[src/twsl_pkg.sv]
// Purpose: shared constants and types of the two-wire slave block
// Assumes: 32-bit APB, register index times four gives byte address
// Notes: flag and control bit positions live here only
package twsl_pkg;
   // =========================================
   // register indices and byte addresses
   localparam logic [7:0] IDX_FLAGS = 8'h0b;
   localparam logic [7:0] IDX_OWN = 8'h0c;
   localparam logic [7:0] IDX_SHIFT = 8'h0d;
   localparam logic [7:0] IDX_MASK = 8'h0e;
   localparam logic [7:0] IDX_CTRL = 8'h10;
   localparam logic [7:0] A_FLAGS = {IDX_FLAGS[5:0], 2'b00};
   localparam logic [7:0] A_OWN = {IDX_OWN[5:0], 2'b00};
   localparam logic [7:0] A_SHIFT = {IDX_SHIFT[5:0], 2'b00};
   localparam logic [7:0] A_MASK = {IDX_MASK[5:0], 2'b00};
   localparam logic [7:0] A_CTRL = {IDX_CTRL[5:0], 2'b00};
   // =========================================
   // flag register bit positions
   localparam int FB_DONE = 7;
   localparam int FB_MATCH = 6;
   localparam int FB_HOLD = 5;
   localparam int FB_LAST_MASTER_ACK = 4;
   localparam int FB_CLASH = 3;
   localparam int FB_BERR = 2;
   localparam int FB_DIR = 1;
   localparam int FB_CAUSE = 0;
   // =========================================
   // control register bit positions
   localparam int CB_SLV_EN = 0;
   localparam int CB_PROMISCUOUS_MATCH_ENABLE = 2;
   localparam int CB_STOP_IE = 5;
   localparam int CB_MS_IE = 6;
   localparam int CB_BD_IE = 7;
   localparam int CB_MST_EN = 8;
   localparam int CB_ACK = 10;
   localparam int CB_CMD = 12;
   localparam logic [1:0] CMD_COMPTRANS = 2'h2;
   localparam logic [1:0] CMD_RESPONSE = 2'h3;
   // =========================================
   // reset values and counts
   localparam logic [7:0] RST_BYTE = 8'h00;
   localparam logic [10:0] RST_CTRL = 11'h000;
   localparam logic [3:0] BITS_PER_BYTE = 4'h8;
   typedef enum logic [2:0] {
      ST_IDLE = 3'b000,
      ST_ADDR = 3'b001,
      ST_HOLD_A = 3'b010,
      ST_ACK = 3'b011,
      ST_RX = 3'b100,
      ST_TX = 3'b101,
      ST_MACK = 3'b110,
      ST_HOLD_D = 3'b111
   } twsl_state_t;
endpackage

[src/twsl_line_if.sv]
// Purpose: synchronised bus line levels and detected events
// Assumes: all signals in the pclk domain
// Notes: produced by the condition detector, consumed by the engine
`timescale 1ns/10ps
`default_nettype none
interface twsl_line_if;
   logic scl;
   logic sda;
   logic start_p;
   logic stop_p;
   logic scl_rise;
   logic scl_fall;
   modport drv (output scl, sda, start_p, stop_p, scl_rise, scl_fall);
   modport mon (input scl, sda, start_p, stop_p, scl_rise, scl_fall);
endinterface
`default_nettype wire

[src/twsl_cond.sv]
// Purpose: synchronise scl and sda, find edges, start and stop
// Assumes: pclk at least four times the scl rate
// Notes: first sync stage feeds only the second
`timescale 1ns/10ps
`default_nettype none
module twsl_cond (
   input wire logic pclk,
   input wire logic presetn,
   input wire logic scl_in,
   input wire logic sda_in,
   twsl_line_if.drv line
);
   import twsl_pkg::*;
   logic [2:0] scl_d;
   logic [2:0] sda_d;
   logic [2:0] scl_q;
   logic [2:0] sda_q;
   // =========================================
   // shift chains, idle bus reads high
   always_comb
   begin
      scl_d = {scl_q[1:0], scl_in};
      sda_d = {sda_q[1:0], sda_in};
   end
   always_ff @(posedge pclk or negedge presetn)
   begin
      if (!presetn)
      begin
         scl_q <= 3'h7;
         sda_q <= 3'h7;
      end
      else
      begin
         scl_q <= scl_d;
         sda_q <= sda_d;
      end
   end
   // =========================================
   // events from stages two and three only
   assign line.scl = scl_q[1];
   assign line.sda = sda_q[1];
   assign line.scl_rise = scl_q[1] & ~scl_q[2];
   assign line.scl_fall = ~scl_q[1] & scl_q[2];
   assign line.start_p = scl_q[1] & scl_q[2] & ~sda_q[1] & sda_q[2];
   assign line.stop_p = scl_q[1] & scl_q[2] & sda_q[1] & ~sda_q[2];
endmodule
`default_nettype wire

[src/twsl_match.sv]
// Purpose: own-address recognition for the first address byte
// Assumes: address byte already shifted in, read bit excluded
// Notes: ten-bit first bytes match as ordinary seven-bit patterns
`timescale 1ns/10ps
`default_nettype none
module twsl_match (
   input wire logic [6:0] rx_id,
   input wire logic [7:0] own_id,
   input wire logic [7:0] id_mask,
   input wire logic promisc,
   output logic hit
);
   import twsl_pkg::*;
   logic second_id_select;
   logic masked_ok;
   logic second_ok;
   logic gcall_ok;
   // =========================================
   // compare paths
   always_comb
   begin
      second_id_select = id_mask[0];
      masked_ok = ~second_id_select &
         (((rx_id ^ own_id[7:1]) & ~id_mask[7:1]) == 7'h00);
      second_ok = (rx_id == own_id[7:1]) |
         (second_id_select & (rx_id == id_mask[7:1]));
      // general call needs bit zero set
      gcall_ok = own_id[0] & (rx_id == 7'h00);
      hit = promisc | masked_ok | second_ok | gcall_ok;
   end
endmodule
`default_nettype wire

[src/twsl_top.sv]
// Purpose: two-wire slave with status, own id, shift port and mask
// Assumes: APB with zero wait states; pins synchronised inside
// Notes: second byte of ten-bit addresses is left to software
//
// Decided for this implementation: register access over APB.
`timescale 1ns/10ps
`default_nettype none
module twsl_top (
   input wire logic pclk,
   input wire logic presetn,
   input wire logic psel,
   input wire logic penable,
   input wire logic pwrite,
   input wire logic [7:0] paddr,
   input wire logic [31:0] pwdata,
   output logic [31:0] prdata,
   output logic pready,
   output logic pslverr,
   input wire logic scl_in,
   output logic scl_out,
   output logic scl_oe,
   input wire logic sda_in,
   output logic sda_out,
   output logic sda_oe,
   output logic irq
);
   import twsl_pkg::*;
   twsl_line_if line ();
   twsl_state_t st_q, st_d, nxt_q, nxt_d;
   logic [7:0] own_q, own_d, mask_q, mask_d, shreg_q, shreg_d;
   logic [10:0] ctrl_q, ctrl_d;
   logic [3:0] cnt_q, cnt_d;
   logic dif_q, dif_d, match_or_stop_flag_q, match_or_stop_flag_d, tx_clash_flag_q, tx_clash_flag_d, berr_q, berr_d;
   logic last_master_ack_q, last_master_ack_d, dir_q, dir_d, cause_q, cause_d;
   logic nack_q, nack_d, drv_q, drv_d;
   logic [31:0] prdata_q, prdata_d;
   logic acc, wr, rd, mapped, wr_shift, acc_shift, cmd_ok, clr, trig;
   logic hold, hit, slv_en, mst_en, set_dif, set_match_or_stop_flag, set_tx_clash_flag, set_berr;
   logic [1:0] cmd;
   logic [7:0] flags;

   // =========================================
   // line conditioning and address matching
   twsl_cond u_cond (
      .pclk(pclk),
      .presetn(presetn),
      .scl_in(scl_in),
      .sda_in(sda_in),
      .line(line.drv)
   );
   twsl_match u_match (
      .rx_id(shreg_q[7:1]),
      .own_id(own_q),
      .id_mask(mask_q),
      .promisc(ctrl_q[CB_PROMISCUOUS_MATCH_ENABLE]),
      .hit(hit)
   );

   // =========================================
   // bus decode, zero wait states
   always_comb
   begin
      acc = psel & penable;
      wr = acc & pwrite;
      rd = acc & ~pwrite;
      mapped = (paddr == A_FLAGS) | (paddr == A_OWN) | (paddr == A_SHIFT) |
         (paddr == A_MASK) | (paddr == A_CTRL);
      cmd = pwdata[CB_CMD +: 2];
      slv_en = ctrl_q[CB_SLV_EN];
      mst_en = ctrl_q[CB_MST_EN];
      hold = (st_q == ST_HOLD_A) | (st_q == ST_HOLD_D);
      wr_shift = wr & (paddr == A_SHIFT);
      acc_shift = acc & (paddr == A_SHIFT);
      cmd_ok = wr & (paddr == A_CTRL) & ((cmd == CMD_COMPTRANS) | (cmd == CMD_RESPONSE));
      clr = acc_shift | cmd_ok;
      trig = hold & clr;
      flags = {dif_q, match_or_stop_flag_q, hold & (dif_q | match_or_stop_flag_q), last_master_ack_q, tx_clash_flag_q, berr_q,
         dir_q, cause_q};
   end
   assign pready = 1'b1;
   assign pslverr = acc & ~mapped;
   assign prdata = prdata_q;

   // =========================================
   // read data is captured in the setup cycle
   always_comb
   begin
      prdata_d = prdata_q;
      if (psel & ~penable)
      begin
         prdata_d = 32'h0000_0000;
         case (paddr)
            A_FLAGS: prdata_d[7:0] = flags;
            A_OWN: prdata_d[7:0] = own_q;
            // direct view of the shift register
            A_SHIFT: prdata_d[7:0] = shreg_q;
            A_MASK: prdata_d[7:0] = mask_q;
            A_CTRL: prdata_d[10:0] = {ctrl_q[10:2], 2'b00} | {9'h000, ctrl_q[1:0]};
            default: prdata_d = 32'h0000_0000;
         endcase
      end
   end

   // =========================================
   // control registers; command field is a strobe, not stored
   always_comb
   begin
      own_d = own_q;
      mask_d = mask_q;
      ctrl_d = ctrl_q;
      if (wr & (paddr == A_OWN))
         own_d = pwdata[7:0];
      if (wr & (paddr == A_MASK))
         mask_d = pwdata[7:0];
      if (wr & (paddr == A_CTRL))
         ctrl_d = pwdata[10:0];
   end

   // =========================================
   // bit engine and flags; set beats clear in the same cycle
   always_comb
   begin
      st_d = st_q;
      nxt_d = nxt_q;
      cnt_d = cnt_q;
      shreg_d = shreg_q;
      last_master_ack_d = last_master_ack_q;
      dir_d = dir_q;
      cause_d = cause_q;
      nack_d = nack_q;
      set_dif = 1'b0;
      set_match_or_stop_flag = 1'b0;
      set_tx_clash_flag = 1'b0;
      set_berr = 1'b0;
      case (st_q)
         ST_ADDR, ST_RX:
         begin
            if (line.scl_rise)
            begin
               shreg_d = {shreg_q[6:0], line.sda};
               cnt_d = cnt_q + 4'h1;
            end
            else if (line.scl_fall && cnt_q == BITS_PER_BYTE)
            begin
               cnt_d = 4'h0;
               if (st_q == ST_RX)
               begin
                  set_dif = 1'b1;
                  st_d = ST_HOLD_D;
               end
               else if (hit)
               begin
                  set_match_or_stop_flag = 1'b1;
                  cause_d = 1'b1;
                  dir_d = shreg_q[0];
                  st_d = ST_HOLD_A;
               end
               else
                  st_d = ST_IDLE;
            end
         end
         ST_ACK:
         begin
            if (line.scl_rise && nack_q && !line.sda)
               set_tx_clash_flag = 1'b1;
            if (line.scl_fall)
            begin
               st_d = nxt_q;
               // done flag set even after clash
               set_dif = (nxt_q == ST_HOLD_D);
            end
         end
         ST_TX:
         begin
            if (line.scl_rise && shreg_q[7] && !line.sda)
               set_tx_clash_flag = 1'b1;
            if (line.scl_fall)
            begin
               shreg_d = {shreg_q[6:0], 1'b1};
               cnt_d = cnt_q + 4'h1;
               if (cnt_q == BITS_PER_BYTE - 4'h1)
               begin
                  cnt_d = 4'h0;
                  st_d = ST_MACK;
               end
            end
         end
         ST_MACK:
         begin
            if (line.scl_rise)
               last_master_ack_d = line.sda;
            if (line.scl_fall)
            begin
               set_dif = 1'b1;
               st_d = ST_HOLD_D;
            end
         end
         ST_HOLD_A, ST_HOLD_D:
         begin
            if (wr_shift)
               shreg_d = pwdata[7:0];
            if (trig)
            begin
               nack_d = ctrl_q[CB_ACK];
               if (cmd_ok && cmd == CMD_COMPTRANS)
               begin
                  st_d = dir_q ? ST_IDLE : ST_ACK;
                  nxt_d = ST_IDLE;
               end
               else if (st_q == ST_HOLD_D && dir_q)
                  st_d = ST_TX;
               else
               begin
                  st_d = ST_ACK;
                  nxt_d = ctrl_q[CB_ACK] ? ST_IDLE : (dir_q ? ST_HOLD_D : ST_RX);
               end
            end
         end
         ST_IDLE:
            cnt_d = 4'h0;
         default:
            st_d = ST_IDLE;
      endcase
      // start-stop or mid-byte; a legal stop or restart follows one receive rise
      if (mst_en && (line.start_p || line.stop_p) &&
         ((st_q == ST_ADDR && (cnt_q != 4'h0 || line.stop_p)) ||
         (st_q == ST_RX && cnt_q > 4'h1) || (st_q == ST_TX && cnt_q != 4'h0)))
         set_berr = 1'b1;
      if (line.start_p)
      begin
         st_d = ST_ADDR;
         cnt_d = 4'h0;
         set_dif = 1'b0;
      end
      else if (line.stop_p)
      begin
         st_d = ST_IDLE;
         set_dif = 1'b0;
         set_match_or_stop_flag = ctrl_q[CB_STOP_IE];
         cause_d = ctrl_q[CB_STOP_IE] ? 1'b0 : cause_q;
      end
      if (!slv_en)
      begin
         st_d = ST_IDLE;
         set_dif = 1'b0;
         set_match_or_stop_flag = 1'b0;
         set_tx_clash_flag = 1'b0;
      end
      dif_d = set_dif | (dif_q & ~clr & ~(wr & (paddr == A_FLAGS) & pwdata[FB_DONE]));
      match_or_stop_flag_d = set_match_or_stop_flag | (match_or_stop_flag_q & ~clr & ~(wr & (paddr == A_FLAGS) & pwdata[FB_MATCH]));
      tx_clash_flag_d = set_tx_clash_flag | (tx_clash_flag_q & ~line.start_p &
         ~(wr & (paddr == A_FLAGS) & pwdata[FB_CLASH]));
      berr_d = set_berr | (berr_q & ~(wr & (paddr == A_FLAGS) & pwdata[FB_BERR]));
      drv_d = ~tx_clash_flag_d & (((st_d == ST_ACK) & ~nack_d) | ((st_d == ST_TX) & ~shreg_d[7]));
   end

   // =========================================
   // state registers
   always_ff @(posedge pclk or negedge presetn)
   begin
      if (!presetn)
      begin
         st_q <= ST_IDLE;
         nxt_q <= ST_IDLE;
         cnt_q <= 4'h0;
         shreg_q <= RST_BYTE;
         own_q <= RST_BYTE;
         mask_q <= RST_BYTE;
         ctrl_q <= RST_CTRL;
         {dif_q, match_or_stop_flag_q, tx_clash_flag_q, berr_q} <= 4'h0;
         {last_master_ack_q, dir_q, cause_q, nack_q, drv_q} <= 5'h00;
         prdata_q <= 32'h0000_0000;
      end
      else
      begin
         st_q <= st_d;
         nxt_q <= nxt_d;
         cnt_q <= cnt_d;
         shreg_q <= shreg_d;
         own_q <= own_d;
         mask_q <= mask_d;
         ctrl_q <= ctrl_d;
         {dif_q, match_or_stop_flag_q, tx_clash_flag_q, berr_q} <= {dif_d, match_or_stop_flag_d, tx_clash_flag_d, berr_d};
         {last_master_ack_q, dir_q, cause_q, nack_q, drv_q} <= {last_master_ack_d, dir_d, cause_d, nack_d, drv_d};
         prdata_q <= prdata_d;
      end
   end

   // =========================================
   // pins; open drain, so the driven level is always low
   // stretch while a flag holds
   assign scl_oe = hold & (dif_q | match_or_stop_flag_q);
   assign scl_out = 1'b0;
   assign sda_oe = drv_q;
   assign sda_out = 1'b0;
   assign irq = (dif_q & ctrl_q[CB_BD_IE]) | (match_or_stop_flag_q & ctrl_q[CB_MS_IE]);
endmodule
`default_nettype wire

[config.mk]
export PLATFORM = sky130hd
export DESIGN_NAME = twsl_top
export DESIGN_NICKNAME = d
export VERILOG_FILES = /design/src/twsl_pkg.sv /design/src/twsl_line_if.sv /design/src/twsl_cond.sv /design/src/twsl_match.sv /design/src/twsl_top.sv
export SDC_FILE = /design/constraint.sdc
export NUM_CORES = 1
export LEC_CHECK = 0
export BUFFER_PORTS_ARGS = -buffer_cell sky130_fd_sc_hd__buf_2
export CAP_MARGIN = 10
export CELL_PAD_IN_SITES_DETAIL_PLACEMENT = 1
export CELL_PAD_IN_SITES_GLOBAL_PLACEMENT = 2
export CORE_MARGIN = 10
export CORE_UTILIZATION = 31
export DETAILED_ROUTE_END_ITERATION = 8
export PLACE_DENSITY = 0.83
export SLEW_MARGIN = 10
export SYNTH_ARGS = -nofsm -noshare
export SYNTH_HDL_FRONTEND = slang
export SYNTH_HIERARCHICAL = 1
export SYNTH_SLANG_ARGS = --single-unit
[constraint.sdc]
create_clock -name pclk -period 2.5 [get_ports pclk]
set_clock_uncertainty 0.1 [all_clocks]
set_input_delay 0.125 -clock pclk [delete_from_list [all_inputs] [get_ports pclk]]
set_output_delay 0.125 -clock pclk [all_outputs]
set_load 0.1 [all_outputs]
==> impl_results.md <==
- Result of the run: complete, but fails checks
- Failing checks: negative setup slack
- Commonest cells after routing, fill and taps aside: dfrtp_1, buf_2, nand2_1
- Maximum VDD drop: 0.000251 V
- Fraction of layout cells with a size suffix above 1: 33.1%
- Gate count after technology mapping: 387
- Die outline area: 17800 sq um
- Number of antenna violations at the first check in global routing: 0
- Clock power share: 44.2%
- FF+latch count, synth: 70
- Instance count after placement with tap cells included: 616
- Count of routing violations after the opening detailed-route iteration: 245
- Post-layout minimum cycle time: 2540 ps
- Proportion of netlist area held by the largest area contributor: 40.0%
- Number of warnings printed during yosys synthesis: 6
- Fin crit share: 102%
- Post-route DRC violation count: 0
- Non-filler instance count after layout: 646
- Area leader, netlist: dfrtp_1
- Standby leakage power: 2.30 nW
- Maximum number of buffers from clock root to sink: 2
- Per-cell via count in the routed design: 5.18
- Post-DR wirelength/cell: 18.8 um
- Area of the mapped netlist: 4000 sq um
- Maximum number of pins on one net before global-route repair: 71
- DRT Wirelength: 12200 um
- Register area: 1760 sq um
- Commonest register cell after synthesis: dfrtp_1
- N_diodes: 0
- PortBufs: 42
- Global routing usage summed across all routing layers: 13.6%
- Net switching fraction of the power: 27.7%
- Type of origin of the critical path: flip-flop
- Clock insertion delay at the later pin of the skew report: 330 ps
- Final net count: 520
- Area contributors post-synth: dfrtp_1, mux2_2, buf_4, dfstp_2, nand2_1
- Most common cell after layout, fill and taps aside: dfrtp_1
- Floorplan die width: 134 um
- First-pass GRT wire length: 19800 um
- Number of rows created at floorplan: 41
- Vert. Die Dim: 134 um
- CP arrival: 2660 ps
- Total I/O pin count: 86
- Core box area: 12600 sq um
- Power per unit of standard cell area: 526 nW/um^2
- Slew HR: 43.9%
- Maximum clock rate: 393 MHz
- Number of detailed-routing iterations run before antenna repair: 4
- DR vias: 3344
- Root buffer cell: clkbuf_16
- Setup ws final: -41.7 ps
- Overflow after GRT: 0
- Clock transition at path regs: 60 ps
- Global placer's final weighted congestion: 0.897
- Max cap viols: 0
- Category of the worst setup path capture point: flip-flop
- Clock tree from TritonCTS: yes
- Area of the multi-input gates: 2120 sq um
- Starting utilization of the core area: 31.7%
- Antenna Violating Nets Remaining: 0
- Sinks on Clock Net: 70
- Synthesis-to-layout area growth: 25.3%
- Number of buffers created by CTS: 9
- Setup slack after placement: -51.9 ps
- Number of global-route vias before repair: 3659
- Cell breakdown of the critical path: xnor2_2, o22ai_1, nor3_1, a21oi_1, o21ai_2, a31oi_1, o211ai_1, a21oi_2, or3b_4, a2111oi_4
- Required arrival time at the worst endpoint: 2620 ps
- Max-slew violation count: 0
- Power Internal: 1.91 mW
- Fraction of synthesis flops using an asynchronous set or reset pin: 100%
- Part of the power in registers: 44.1%
- Flop-to-flop setup slack: -40 ps
- Share of power burned in combinational logic: 11.7%
- Post-Route Hold Slack: 12.7 ps
- CP max FO: 4
- Final HPWL from detailed placement: 9120 um
- Slew of the pin with the lowest slew margin: 842 ps
- Post-synthesis cell type count: 67
- Synthesized area divided by synthesized cell count: 10.3 sq um
- Critical path type: reg -> reg
- Setup repair after global routing missed its margin: true
- Type of the most critical hold path: in -> reg
- Endpoints failing setup: 1
- Net Switching: 0.729 mW
- Delay of the slowest cell on the worst path: 450 ps
- Number of synthesized flops with an enable pin: 0
- Final Hold Fails: 0
- Filler cells: 1467
- Sequential element share of the synthesized area: 44.0%
- Final standard cell utilization of the core: 39.7%
- H-tree levels: 3
- CP max-delay cell: dfrtp_2
## synth_stat cells, types with 2 or more instances
| cell type | instances |
|---|---|
| buf_4 | 24 |
| conb_1 | 2 |
| dfstp_2 | 6 |
| a22oi_1 | 17 |
| o21ai_0 | 17 |
| nand3_1 | 11 |
| nand4_1 | 5 |
| o31ai_1 | 2 |
| and2_1 | 4 |
| a32o_1 | 4 |
| a21oi_1 | 18 |
| o22ai_2 | 2 |
| nor3_1 | 6 |
| nor3b_1 | 2 |
| a32oi_1 | 3 |
| dfrtp_1 | 64 |
| xnor2_1 | 14 |
| o22ai_1 | 2 |
| nor2b_1 | 5 |
| mux2_2 | 29 |
| buf_6 | 3 |
| nand2_1 | 35 |
| nand3b_1 | 3 |
| a31o_2 | 2 |
| nand4b_1 | 3 |
| buf_2 | 3 |
| nor4bb_1 | 3 |
| a31oi_1 | 2 |
| a21o_1 | 9 |
| or3_1 | 3 |
| nor2_1 | 14 |
| nor4b_1 | 2 |
| nor4_1 | 3 |
| clkbuf_1 | 7 |
| a22o_1 | 2 |
| and4b_1 | 3 |
| a222oi_1 | 8 |
| and3_1 | 4 |
| nand2b_1 | 3 |
| inv_1 | 9 |
| ha_1 | 3 |
## final timing paths
check	startpoint	to	depth (start not counted)
max	shreg_q[3]	sda_oe	10
min	pwdata[3]	shreg_q[3]	3
max reg2reg	shreg_q[3]	sda_oe	10
min reg2reg	u_cond/sda_q[0]	u_cond/sda_q[1]	0
max in group asynchronous	presetn	u_cond/sda_q[0]	3
min in group asynchronous	presetn	cnt_q[0]	3
## metrics by stage
stage                     power, mW  TNS [ps]  area (sq um)
after detailed placement       1.47     -51.9          4540
after CTS                      2.66     -39.3          4960
after global placement         1.46     -10.5          4540
after global routing           2.74      -155          5010
final                          2.63     -41.7          5010
after floorplan                1.42      -476          4110
## sequential cells by signal, summed over array words and instances (netlist names), 2 cells and up
signal	count
shreg_q	8
st_q	3
ctrl_q	11
cnt_q	4
u_cond/sda_q	3
mask_q	8
nxt_q	2
u_cond/scl_q	3
prdata	11
own_q	8
## power groups by stage
| stage | sequential (mW) | combinational (mW) | clock [mW] |
|---|---|---|---|
| 6_report | 1.16 | 0.308 | 1.16 |
| 4_1_cts | 1.16 | 0.307 | 1.19 |
| 2_1_floorplan | 1.18 | 0.237 | 0 |
| 5_1_grt | 1.16 | 0.326 | 1.25 |
| 3_5_place_dp | 1.18 | 0.288 | 0 |
| 3_3_place_gp | 1.18 | 0.283 | 0 |
## final cells by class
cell class	count	share of cell area, %
well taps	172	4.29
inverters	10	0.749
flip-flops and latches	70	35.2
multi-input cells	291	42.2
clock inverters	3	0.424
repair buffers	88	12.2
clock buffers	12	4.92
## worst max-delay path, delay by kind of cell, from the launching register on
family	cells	cell delay, ps
AND/OR/NAND/NOR	2	470
flip-flops	1	450
XOR/XNOR	1	160
AO/OA/AOI/OAI	7	1250
## repair_timing
action,4_1_cts,5_1_grt
hold buffers,11,0
resized for setup,5,8
buffers inserted,3,1
pin swaps,3,3
setup endpoints to repair,1,2
endpoints found under the hold margin,80,0
## metal layers
metal | GRT usage, % | wire length (um)
met1 | 18.4 | 5830
met5 | 0 | 0
met3 | 3.23 | 729
met2 | 20.5 | 5460
met4 | 5.02 | 148
## logic make-up (layout without fill, tap and decap cells)
kind of cell,after synthesis,count (layout),synth area share (%)
buffers and inverters,48,113,7.41
AOI/OAI and AO/OA,101,101,19.1
muxes,29,29,8.16
xor gates and xnor gates,14,14,3.07
adders and majority gates,3,3,0.938
DFF,70,70,44.0
and+or+nand+nor,120,120,17.1
other,2,24,0.188
Power figures use the tool's default switching activity.
